## config.mk

```make
export PLATFORM = sky130hd
export DESIGN_NAME = urxbg_top
export DESIGN_NICKNAME = d
export VERILOG_FILES = /design/src/hdl/urxbg_pkg.sv /design/src/hdl/urxbg_top.sv
export VERILOG_INCLUDE_DIRS = /design/src /design/src/hdl
export SDC_FILE = /design/constraint.sdc
export NUM_CORES = 1
export LEC_CHECK = 0
export BUFFER_PORTS_ARGS = -buffer_cell sky130_fd_sc_hd__buf_2
export CORE_MARGIN = 2
export CORE_UTILIZATION = 49
export DETAILED_ROUTE_END_ITERATION = 7
export GPL_ROUTABILITY_DRIVEN = 0
export PLACE_DENSITY = 0.84
export SETUP_SLACK_MARGIN = 0.02
export SYNTH_ARGS = -nofsm -noshare
export SYNTH_HDL_FRONTEND = slang
export SYNTH_SLANG_ARGS = --single-unit
```

## constraint.sdc

```tcl
create_clock -name clk_i -period 2.2 [get_ports clk_i]
set_input_delay 0.22 -clock clk_i [delete_from_list [all_inputs] [get_ports clk_i]]
set_output_delay 0.22 -clock clk_i [all_outputs]
set_load 0.01 [all_outputs]
```

## src/hdl/urxbg_map.svh

```systemverilog
// Purpose: Register map, field positions and reset values of the receiver with baud generator
// Assumes: Wishbone classic slave, 32-bit data, byte addresses
// Notes:   Values in the low byte of each word, upper bits read as zero
`ifndef URXBG_MAP_SVH
`define URXBG_MAP_SVH

// ------------------------------------------------------------
// Offsets
// ------------------------------------------------------------
`define URXBG_OFF_MODE    4'h0
`define URXBG_OFF_ERR     4'h4
`define URXBG_OFF_BAUD    4'h8
`define URXBG_OFF_RXBUF   4'hC

// ------------------------------------------------------------
// Mode register fields
// ------------------------------------------------------------
`define URXBG_POWER_BIT   7
`define URXBG_TXEN_BIT    6
`define URXBG_RXEN_BIT    5
`define URXBG_PAR_HI_BIT  4
`define URXBG_PAR_LO_BIT  3
`define URXBG_LEN8_BIT    2
`define URXBG_STOP2_BIT   1

// ------------------------------------------------------------
// Error status fields
// ------------------------------------------------------------
`define URXBG_PERR_BIT    2
`define URXBG_FERR_BIT    1
`define URXBG_OVR_BIT     0

// ------------------------------------------------------------
// Baud divider fields and reset values
// ------------------------------------------------------------
`define URXBG_SEL_HI_BIT  7
`define URXBG_SEL_LO_BIT  6
`define URXBG_DIV_HI_BIT  4
`define URXBG_DIV_MIN     5'h08
`define URXBG_MODE_RST    8'h01
`define URXBG_BAUD_RST    8'h1F
`define URXBG_PRE_DIV2    5'h01
`define URXBG_PRE_DIV8    5'h07
`define URXBG_PRE_DIV32   5'h1F

`endif

```

## src/hdl/urxbg_pkg.sv

```systemverilog
// Purpose: Types of the receiver with baud generator
// Assumes: Nothing beyond the map header
// Notes:   States are one-hot
package urxbg_pkg;

	typedef enum logic [4:0] {
		URXBG_IDLE  = 5'h01,
		URXBG_START = 5'h02,
		URXBG_DATA  = 5'h04,
		URXBG_PAR   = 5'h08,
		URXBG_STOP  = 5'h10
	} urxbg_state_t;

	typedef enum logic [1:0] {
		URXBG_PAR_NONE = 2'h0,
		URXBG_PAR_ZERO = 2'h1,
		URXBG_PAR_ODD  = 2'h2,
		URXBG_PAR_EVEN = 2'h3
	} urxbg_par_t;

endpackage : urxbg_pkg

```

## src/hdl/urxbg_top.sv

```systemverilog
// Purpose: Receive side of an asynchronous serial port with its baud rate generator
// Assumes: 100 MHz clk_i, synchronous active-high reset, Wishbone classic registers
// Notes:   Transmit framing lives elsewhere; only the transmit divider is kept here
// Function
// [RL1] Sample the line only once power and then receive enable are set.
// [RL2] Falling edge starts receive counter; after divisor, resample, accept start if low.
// [RL3] Shift bits at the set rate; on stop, raise interrupt and load buffer.
// [RL4] On overrun the buffer keeps its earlier character.
// [RL5] Parity mismatch keeps receiving to stop, then signals error.
// [RL6] One receive interrupt for completion and errors.
// [RL7] Check exactly one stop bit; a second one is ignored.
// [RL8] Any error flag set by a frame raises the interrupt.
// [RL9] Reading error status clears all its bits.
// [RL10] Parity error when received parity disagrees with the configured type.
// [RL11] Framing error when the stop bit samples low.
// [RL12] Overrun when a frame ends before the buffer was read.
// [RL13] Software reads error status, then the buffer, after an error.
// [RL14] Line passes inward only after two base-clock samples agree.
// [RL15] Clock select picks timer output, or peripheral clock over 2, 8 or 32.
// [RL16] Base clock reaches the logic only while power is set.
// [RL17] Transmit counter held at zero unless powered and enabled; cleared on first write.
// [RL18] Receive counter held at zero when off; runs from start bit for one frame.
// [RL19] Two independent 5-bit divider counters, transmit and receive.
// [RL20] Divisor field sets k, legal from 8 to 31.
// [RL21] Bit rate is base clock over twice k.
// [RL22] Seven or eight data bits LSB first, optional even, odd or zero parity.
// [RL23] Zero parity and no parity never report a parity error.
// [RL24] Clearing power stops the clock and resets status and buffer.
// [RL25] Sample each later bit every 2k base clocks, near the centre.
//
// Our own choices: the Wishbone register port and the register addresses.
`include "urxbg_map.svh"

module urxbg_top
	import urxbg_pkg::*;
(
	// Clock and reset
	input  wire logic        clk_i,
	input  wire logic        sys_rst_i,
	// Wishbone classic slave
	input  wire logic        wb_cyc_i,
	input  wire logic        wb_stb_i,
	input  wire logic        wb_we_i,
	input  wire logic [3:0]  wb_adr_i,
	input  wire logic [3:0]  wb_sel_i,
	input  wire logic [31:0] wb_dat_i,
	output logic      [31:0] wb_dat_o,
	output logic             wb_ack_o,
	output logic             wb_err_o,
	// Serial line and timer source
	input  wire logic        serial_in_pin_i,
	input  wire logic        timer_output_source_i,
	// Events
	output logic             rx_done_irq_o,
	output logic             tx_load_i_unused_o,
	output logic             tx_tick_o
);

	// ------------------------------------------------------------
	// Registers and bus
	// ------------------------------------------------------------
	logic [7:0]   serial_mode_reg_ff;
	logic [7:0]   baud_divider_control_ff;
	logic [2:0]   rx_error_status_ff;
	logic [7:0]   rx_buffer_ff;
	logic         buf_full_ff;
	logic         tx_first_ff;
	logic         ack_ff;
	logic [31:0]  rdat_ff;
	logic         bus_req;
	logic         wr_lane0;
	logic         rd_err;
	logic         rd_buf;
	logic         unit_power_on;
	logic         tx_enable_bit;
	logic         rx_enable_bit;
	logic         rx_active;
	logic [4:0]   div_k;

	assign bus_req       = wb_cyc_i & wb_stb_i & ~ack_ff;
	assign wr_lane0      = bus_req & wb_we_i & wb_sel_i[0];
	assign rd_err        = bus_req & ~wb_we_i & (wb_adr_i == `URXBG_OFF_ERR);
	assign rd_buf        = bus_req & ~wb_we_i & (wb_adr_i == `URXBG_OFF_RXBUF);
	assign unit_power_on = serial_mode_reg_ff[`URXBG_POWER_BIT];
	assign tx_enable_bit = unit_power_on & serial_mode_reg_ff[`URXBG_TXEN_BIT];
	assign rx_enable_bit = unit_power_on & serial_mode_reg_ff[`URXBG_RXEN_BIT]; // [RL1]
	// Values below 8 are illegal; clamp so the sample point stays sane
	assign div_k = (baud_divider_control_ff[`URXBG_DIV_HI_BIT:0] < `URXBG_DIV_MIN) ?
	               `URXBG_DIV_MIN : baud_divider_control_ff[`URXBG_DIV_HI_BIT:0]; // [RL20]

	// Wrap test shared by the transmit and receive dividers
	function automatic logic at_top(input logic [4:0] cnt, input logic [4:0] k);
		return cnt == (k - 5'h1);
	endfunction : at_top

	always_ff @(posedge clk_i) begin
		if (sys_rst_i) begin
			ack_ff  <= 1'b0;
			rdat_ff <= 32'h0;
		end else begin
			ack_ff  <= bus_req;
			rdat_ff <= 32'h0;
			if (bus_req && !wb_we_i) begin
				case (wb_adr_i)
					`URXBG_OFF_MODE:  rdat_ff <= {24'h0, serial_mode_reg_ff};
					`URXBG_OFF_ERR:   rdat_ff <= {29'h0, rx_error_status_ff};
					`URXBG_OFF_BAUD:  rdat_ff <= {24'h0, baud_divider_control_ff};
					`URXBG_OFF_RXBUF: rdat_ff <= {24'h0, rx_buffer_ff};
					default:          rdat_ff <= 32'h0;
				endcase
			end
		end
	end

	assign wb_ack_o = ack_ff;
	assign wb_err_o = 1'b0;
	assign wb_dat_o = rdat_ff;

	always_ff @(posedge clk_i) begin
		if (sys_rst_i) begin
			serial_mode_reg_ff      <= `URXBG_MODE_RST;
			baud_divider_control_ff <= `URXBG_BAUD_RST;
		end else if (wr_lane0) begin
			if (wb_adr_i == `URXBG_OFF_MODE)
				serial_mode_reg_ff <= wb_dat_i[7:0];
			if (wb_adr_i == `URXBG_OFF_BAUD)
				baud_divider_control_ff <= wb_dat_i[7:0];
		end
	end

	// ------------------------------------------------------------
	// Prescaler and base clock enable
	// ------------------------------------------------------------
	logic [4:0] pre_cnt_ff;
	logic [4:0] pre_top;
	logic       tmr_s1_ff;
	logic       tmr_s2_ff;
	logic       tmr_s3_ff;
	logic       base_tick;

	always_comb begin
		case (baud_divider_control_ff[`URXBG_SEL_HI_BIT:`URXBG_SEL_LO_BIT]) // [RL15]
			2'h1:    pre_top = `URXBG_PRE_DIV2;
			2'h2:    pre_top = `URXBG_PRE_DIV8;
			default: pre_top = `URXBG_PRE_DIV32;
		endcase
	end

	always_ff @(posedge clk_i) begin
		if (sys_rst_i || !unit_power_on) begin
			pre_cnt_ff <= 5'h0;
			tmr_s1_ff  <= 1'b0;
			tmr_s2_ff  <= 1'b0;
			tmr_s3_ff  <= 1'b0;
		end else begin
			pre_cnt_ff <= (pre_cnt_ff >= pre_top) ? 5'h0 : pre_cnt_ff + 5'h1;
			tmr_s1_ff  <= timer_output_source_i;
			tmr_s2_ff  <= tmr_s1_ff;
			tmr_s3_ff  <= tmr_s2_ff;
		end
	end

	// Held low while unpowered
	always_comb begin
		if (!unit_power_on)
			base_tick = 1'b0; // [RL16]
		else if (baud_divider_control_ff[`URXBG_SEL_HI_BIT:`URXBG_SEL_LO_BIT] == 2'h0)
			base_tick = tmr_s2_ff & ~tmr_s3_ff; // [RL15]
		else
			base_tick = (pre_cnt_ff == pre_top);
	end

	// ------------------------------------------------------------
	// Transmit divider
	// ------------------------------------------------------------
	logic [4:0] tx_cnt_ff;

	assign tx_load_i_unused_o = 1'b0;

	// First transmit character write clears the count
	always_ff @(posedge clk_i) begin
		if (sys_rst_i || !tx_enable_bit) begin
			tx_cnt_ff   <= 5'h0; // [RL17]
			tx_first_ff <= 1'b1;
		end else if (tx_first_ff && wr_lane0 && wb_adr_i == `URXBG_OFF_RXBUF) begin
			tx_cnt_ff   <= 5'h0; // [RL17]
			tx_first_ff <= 1'b0;
		end else if (base_tick) begin
			tx_cnt_ff <= at_top(tx_cnt_ff, div_k) ? 5'h0 : tx_cnt_ff + 5'h1; // [RL19]
		end
	end

	// Half-bit tick; a transmitter toggles its bit every second one
	always_ff @(posedge clk_i) begin
		if (sys_rst_i)
			tx_tick_o <= 1'b0;
		else
			tx_tick_o <= base_tick & tx_enable_bit & at_top(tx_cnt_ff, div_k);
	end

	// ------------------------------------------------------------
	// Line synchroniser and noise filter
	// ------------------------------------------------------------
	logic pin_s1_ff;
	logic pin_s2_ff;
	logic samp_a_ff;
	logic samp_b_ff;
	logic line_ff;
	logic line_prev_ff;

	always_ff @(posedge clk_i) begin
		if (sys_rst_i) begin
			pin_s1_ff <= 1'b1;
			pin_s2_ff <= 1'b1;
		end else begin
			pin_s1_ff <= serial_in_pin_i;
			pin_s2_ff <= pin_s1_ff;
		end
	end

	// Line reads high while the receiver is off
	always_ff @(posedge clk_i) begin
		if (sys_rst_i || !rx_enable_bit) begin
			samp_a_ff    <= 1'b1;
			samp_b_ff    <= 1'b1;
			line_ff      <= 1'b1;
			line_prev_ff <= 1'b1;
		end else if (base_tick) begin
			samp_a_ff    <= pin_s2_ff;
			samp_b_ff    <= samp_a_ff;
			line_prev_ff <= line_ff;
			// A lone differing sample never reaches the engine
			if (samp_a_ff == samp_b_ff)
				line_ff <= samp_b_ff; // [RL14]
		end
	end

	// ------------------------------------------------------------
	// Receive engine
	// ------------------------------------------------------------
	urxbg_state_t state_ff;
	logic [4:0]   rx_cnt_ff;
	logic         half_ff;
	logic [2:0]   bit_idx_ff;
	logic [7:0]   rx_shift_reg_ff;
	logic         par_acc_ff;
	logic         perr_ff;
	logic         len8;
	urxbg_par_t   par_mode;
	logic         bit_end;
	logic         last_data;

	assign len8      = serial_mode_reg_ff[`URXBG_LEN8_BIT];
	assign par_mode  = urxbg_par_t'(serial_mode_reg_ff[`URXBG_PAR_HI_BIT:`URXBG_PAR_LO_BIT]);
	assign rx_active = (state_ff != URXBG_IDLE);
	// One bit time is two passes of k base clocks
	assign bit_end   = base_tick & half_ff & at_top(rx_cnt_ff, div_k); // [RL21] [RL25]
	assign last_data = (bit_idx_ff == (len8 ? 3'h7 : 3'h6));

	always_ff @(posedge clk_i) begin
		if (sys_rst_i || !rx_enable_bit || !rx_active) begin
			rx_cnt_ff <= 5'h0; // [RL18]
			half_ff   <= 1'b0;
		end else if (base_tick) begin
			if (at_top(rx_cnt_ff, div_k)) begin
				rx_cnt_ff <= 5'h0; // [RL19]
				// Start wrap leaves half clear so later samples land mid bit
				half_ff   <= (state_ff == URXBG_START) ? 1'b0 : ~half_ff; // [RL25]
			end else begin
				rx_cnt_ff <= rx_cnt_ff + 5'h1;
			end
		end
	end

	logic frame_done;
	logic frame_ferr;

	always_ff @(posedge clk_i) begin
		if (sys_rst_i || !rx_enable_bit) begin
			state_ff        <= URXBG_IDLE;
			bit_idx_ff      <= 3'h0;
			rx_shift_reg_ff <= 8'h0;
			par_acc_ff      <= 1'b0;
			perr_ff         <= 1'b0;
			frame_done      <= 1'b0;
			frame_ferr      <= 1'b0;
		end else begin
			frame_done <= 1'b0;
			case (state_ff)
				URXBG_IDLE: begin
					if (base_tick && line_prev_ff && !line_ff) begin
						state_ff <= URXBG_START; // [RL2]
						perr_ff  <= 1'b0;
					end
				end
				// Resample after k base clocks: mid start bit
				URXBG_START: begin
					if (base_tick && at_top(rx_cnt_ff, div_k))
						state_ff <= line_ff ? URXBG_IDLE : URXBG_DATA; // [RL2]
					bit_idx_ff      <= 3'h0;
					par_acc_ff      <= 1'b0;
					rx_shift_reg_ff <= 8'h0;
				end
				URXBG_DATA: begin
					if (bit_end) begin
						rx_shift_reg_ff <= len8 ? {line_ff, rx_shift_reg_ff[7:1]}
						                        : {1'b0, line_ff, rx_shift_reg_ff[6:1]}; // [RL22]
						par_acc_ff <= par_acc_ff ^ line_ff;
						bit_idx_ff <= bit_idx_ff + 3'h1;
						if (last_data)
							state_ff <= (par_mode == URXBG_PAR_NONE) ? URXBG_STOP : URXBG_PAR;
					end
				end
				URXBG_PAR: begin
					if (bit_end) begin
						// Mismatch only noted; frame continues to stop
						case (par_mode)
							URXBG_PAR_EVEN: perr_ff <= par_acc_ff ^ line_ff; // [RL10] [RL5]
							URXBG_PAR_ODD:  perr_ff <= ~(par_acc_ff ^ line_ff); // [RL10] [RL5]
							default:        perr_ff <= 1'b0; // [RL23]
						endcase
						state_ff <= URXBG_STOP;
					end
				end
				URXBG_STOP: begin
					// Only one stop bit checked; idle re-arms before a second
					if (bit_end) begin
						frame_done <= 1'b1; // [RL7] [RL3]
						frame_ferr <= ~line_ff; // [RL11]
						state_ff   <= URXBG_IDLE; // [RL18]
					end
				end
				default: state_ff <= URXBG_IDLE;
			endcase
		end
	end

	// ------------------------------------------------------------
	// Buffer, error status and interrupt
	// ------------------------------------------------------------
	logic ovr_now;

	assign ovr_now = buf_full_ff & ~rd_buf; // [RL12]

	always_ff @(posedge clk_i) begin
		if (sys_rst_i || !unit_power_on) begin
			rx_buffer_ff <= 8'h0; // [RL24]
			buf_full_ff  <= 1'b0;
		end else if (frame_done && !ovr_now) begin // [RL4]
			rx_buffer_ff <= rx_shift_reg_ff; // [RL3]
			buf_full_ff  <= 1'b1;
		end else if (rd_buf) begin
			buf_full_ff <= 1'b0;
		end
	end

	// New error wins over a clearing read in the same cycle
	always_ff @(posedge clk_i) begin
		if (sys_rst_i || !unit_power_on) begin
			rx_error_status_ff <= 3'h0; // [RL24]
		end else if (frame_done) begin
			rx_error_status_ff <= (rd_err ? 3'h0 : rx_error_status_ff)
			                    | {perr_ff, frame_ferr, ovr_now}; // [RL4] [RL10] [RL11] [RL12]
		end else if (rd_err) begin
			rx_error_status_ff <= 3'h0; // [RL9]
		end
	end

	// Single pulse for completion and error alike
	always_ff @(posedge clk_i) begin
		if (sys_rst_i)
			rx_done_irq_o <= 1'b0;
		else
			rx_done_irq_o <= frame_done; // [RL6] [RL8]
	end

endmodule : urxbg_top

```

==> summary.md <==
| Metric | Value |
|---|---|
| Status | finished with violations |
| Failing checks | setup timing |
| Die ar. | 8926 um2 |
| Post-synthesis average cell area | 8.934 um2 |
| H-tree depth | 3 |
| Synth top area share | 0.4242 |
| Critical Path Sink Type | register |
| Final Power | about 0.0029 W |
| Antenna violations before repair | 0 |
| Min-delay worst type | in -> reg |
| Top cell by count, worst path | ha_4 |
| Synth top cells by count | dfxtp_1, nor2_1, mux2i_1, nand2_1, buf_4 |
| Met1 global-route usage | 0.2592 |
| Area growth from synthesis to layout | 21.87% |
| Vias per cell | 5.717 |
| Grt total ovfl | 0 |
| Slew @ Worst Pin | 0.8080 ns |
| Routing usage on met2 | 0.4012 |
| Sequential area share after synthesis | 0.4242 |
| Async set-reset flop share out of synthesis | 0 |
| Clock Sinks | 85 |
| Total Wirelength | around 10 mm |
| Vias in the first global route | 3276 |
| DRT iter0 DRCs | 268 |
| Count of cell types in the netlist | 51 |
| Mapped Cells | between 400 and 500 |
| Top cells by area, synth | dfxtp_1, mux2i_1, nor2_1 |
| Critical-path cell list | buf_6 > ha_4 > ha_4 > nand4b_1 > o21ai_4 > o2111a_2 > nand4_4 > buf_4 > nor2_2 > nor2_1 > a211oi_1 |
| Yosys top cell by area | dfxtp_1 |
| Worst Path Class, Setup | reg -> reg |
| Worst-path clk slew | 0.09 ns |
| Antenna Cells | 0 |
| Minimum clock period | 2.395 ns |
| Crit-path slowest cell | dfxtp_2 |
| Max-cap violations | 0 |
| Pre-antenna DRT Iters | 5 |
| Finish-stage setup viols | 20 |
| Pre-CTS setup slack | -0.2220 ns |
| Via Count | between 3000 and 4000 |
| Fin util | 0.6041 |
| Clock latency on the worst-skew pair | around 0.37 ns |
| EDFF count, synth | 0 |
| Slew Viols, Final | 0 |
| Top achievable clock speed | approximately 0.42 GHz |
| Rel. slew slack | 0.4601 |
| Synth Cell Area | 4011 um2 |
| Crit path launch type | register |
| Overall Global Routing Usage | 0.2268 |
| RSZ-0062 raised after global routing | true |
| First-pass GRT wire length | 15.64 mm |
| CTS Buf Count | 9 |
| Busiest layer in global routing | met2 |
| ANT nets after route | 0 |
| Die X | 94.48 um |
| Largest fanout on the critical path | 4 |
| Layout cells sized above 1 | 0.2456 |
| Max stage delay on crit path | 0.34 ns |
| Initial Utilization | 0.4957 |
| Die height | 94.48 um |
| Final hold vios | 0 |
| Most used DFF post-synth | dfxtp_1 |
| Synth warnings | 0 |
| Clock root buffer | clkbuf_8 |
| Avg WL per Cell | 16.47 um |
| NumNets Final | roughly 570 |
| DP Wirelength | 6.008 mm |
| Most common cell in the synthesized netlist | dfxtp_1 |
| Core area | 8093 um2 |
| Yosys reg bits | 85 |
| CP Data Arrival Time | 2.67 ns |
| CTS tree | yes |
| Max clock buf depth | 2 |
| VDD IR max | 0.0005161 V |
| I/O Buffers | 30 |
| I/O pins | 84 |
| CP Data Required Time | 2.47 ns |
| # fillers | 615 |
| Largest net degree at the start of global routing | 21 |
| Power per cell area | 595.3 nW/um2 |
| Clock Skew | 0.01097 ns |
| Final worst-path cycle share | 1.089 |
| Leakage | 1.941 nW |
| Setup WS post-layout | -0.1948 ns |
| Rows | 33 |
| # DRC | 0 |
| Grt met3 use | 0.06225 |
cells by family after synthesis:
group                      synth area share
and+or+nand+nor                      0.2221
DFF                                  0.4242
AOI/OAI and AO/OA                   0.09732
buffers and inverters               0.07735
muxes                               0.08734
xor gates and xnor gates            0.05646
adders and majority gates           0.03431
other                             0.0009348
power by group:
group / leakage, nW / total (W) / internal [W] / switching, W
clock network: 0.112 / 0.00127 / 0.000657 / 0.000617
registers: 0.686 / 0.00154 / 0.00154 / 0.00000158
logic: 1.14 / 0.0000948 / 0.0000314 / 0.0000634
total: 1.94 / 0.00291 / 0.00223 / 0.000681
cell usage in the layout (no fill, tap or decap), drive strengths merged, types with 2 or more instances in the layout:
cell / synthesis / final
and2: 5 / 5
nand3: 23 / 23
bufinv: 0 / 2
o21ai: 14 / 14
nand2b: 5 / 5
clkbuf: 8 / 10
conb: 1 / 26
or3: 2 / 2
or2: 2 / 2
and3: 4 / 4
a211o: 4 / 4
xnor2: 10 / 10
a211oi: 3 / 3
nand4: 8 / 8
o211ai: 2 / 2
nand4b: 3 / 3
xor2: 15 / 15
o22a: 2 / 2
nand2: 31 / 31
nor2b: 9 / 9
nor3: 7 / 7
a21o: 3 / 3
a31oi: 2 / 2
mux2i: 32 / 32
buf: 33 / 63
nand3b: 5 / 5
a21oi: 24 / 24
ha: 11 / 11
dfxtp: 85 / 85
inv: 11 / 14
a22oi: 3 / 3
and3b: 2 / 2
nor2: 72 / 72
worst paths after layout:
| kind | slack [ns] | startpoint | cells after the start | end |
|---|---|---|---|---|
| max | -0.19 | baud_divider_control_ff[6]$_SDFFE_PP0P_ | 11 | frame_ferr$_SDFFE_PP0P_ |
| min reg2reg | 0.42 | pin_s1_ff$_SDFF_PP1_ | 1 | pin_s2_ff$_SDFF_PP1_ |
| min | 0.04 | serial_in_pin_i | 2 | pin_s1_ff$_SDFF_PP1_ |
| max reg2reg | -0.19 | baud_divider_control_ff[6]$_SDFFE_PP0P_ | 11 | frame_ferr$_SDFFE_PP0P_ |
flip-flops by register name, indices dropped and copies added (netlist names), 3 cells and up:
| signal | flops |
|---|---|
| tx_cnt_ff | 5 |
| rx_cnt_ff | 5 |
| state_ff | 5 |
| bit_idx_ff | 3 |
| rx_shift_reg_ff | 8 |
| wb_dat_o | 8 |
| rx_error_status_ff | 3 |
| rx_buffer_ff | 8 |
| pre_cnt_ff | 5 |
| serial_mode_reg_ff | 8 |
| baud_divider_control_ff | 8 |
per-stage QoR:
| stage | setup TNS (ns) | cells | hold slack (ns) | area [um2] |
|---|---|---|---|---|
| after floorplan | 0 | 474 | 0.3238 | 4106 |
| after global placement | -2.058 | 592 | 0.3986 | 4298 |
| after detailed placement | -4.208 | 592 | 0.4038 | 4298 |
| after CTS | -0.9130 | 613 | 0.03059 | 4705 |
| after global routing | -4.194 | 618 | 0.04438 | 4888 |
| final | -2.520 | 618 | 0.03942 | 4888 |
per-layer routing:
layer | share of wire | vias to the layer above
li1 | - | 1612
met1 | 0.39 | 1690
met2 | 0.51 | 190
met3 | 0.075 | 41
met4 | 0.034 | 0
met5 | 0 | -
timing repair:
action | CTS | global route
gates resized for setup | 26 | 31
gates cloned | 1 | 1
hold buffers | 0 | 0
setup endpoints to repair | 31 | 31
setup buffers | 4 | 4
pin swaps | 11 | 19
area by class of cell:
class / count / area, um2 / area share
Tap cell: 105 / 131.4 / 0.02687
Inverter: 11 / 41.29 / 0.008446
Clock inverter: 7 / 105.1 / 0.02150
Sequential cell: 85 / 1704 / 0.3486
Multi-Input combinational cell: 337 / 2321 / 0.4748
Clock buffer: 9 / 123.9 / 0.02534
Timing Repair Buffer: 64 / 461.7 / 0.09445
critical path: cells and delay by family (launching register included):
kind / cells / cell delay [ns]
AND/OR/NAND/NOR: 4 / 0.50
flip-flops: 1 / 0.34
buffers and inverters: 2 / 0.31
adder cells (fa/ha/maj): 2 / 0.43
AO/OA/AOI/OAI: 3 / 0.71
(Power assumes the default switching activity.)
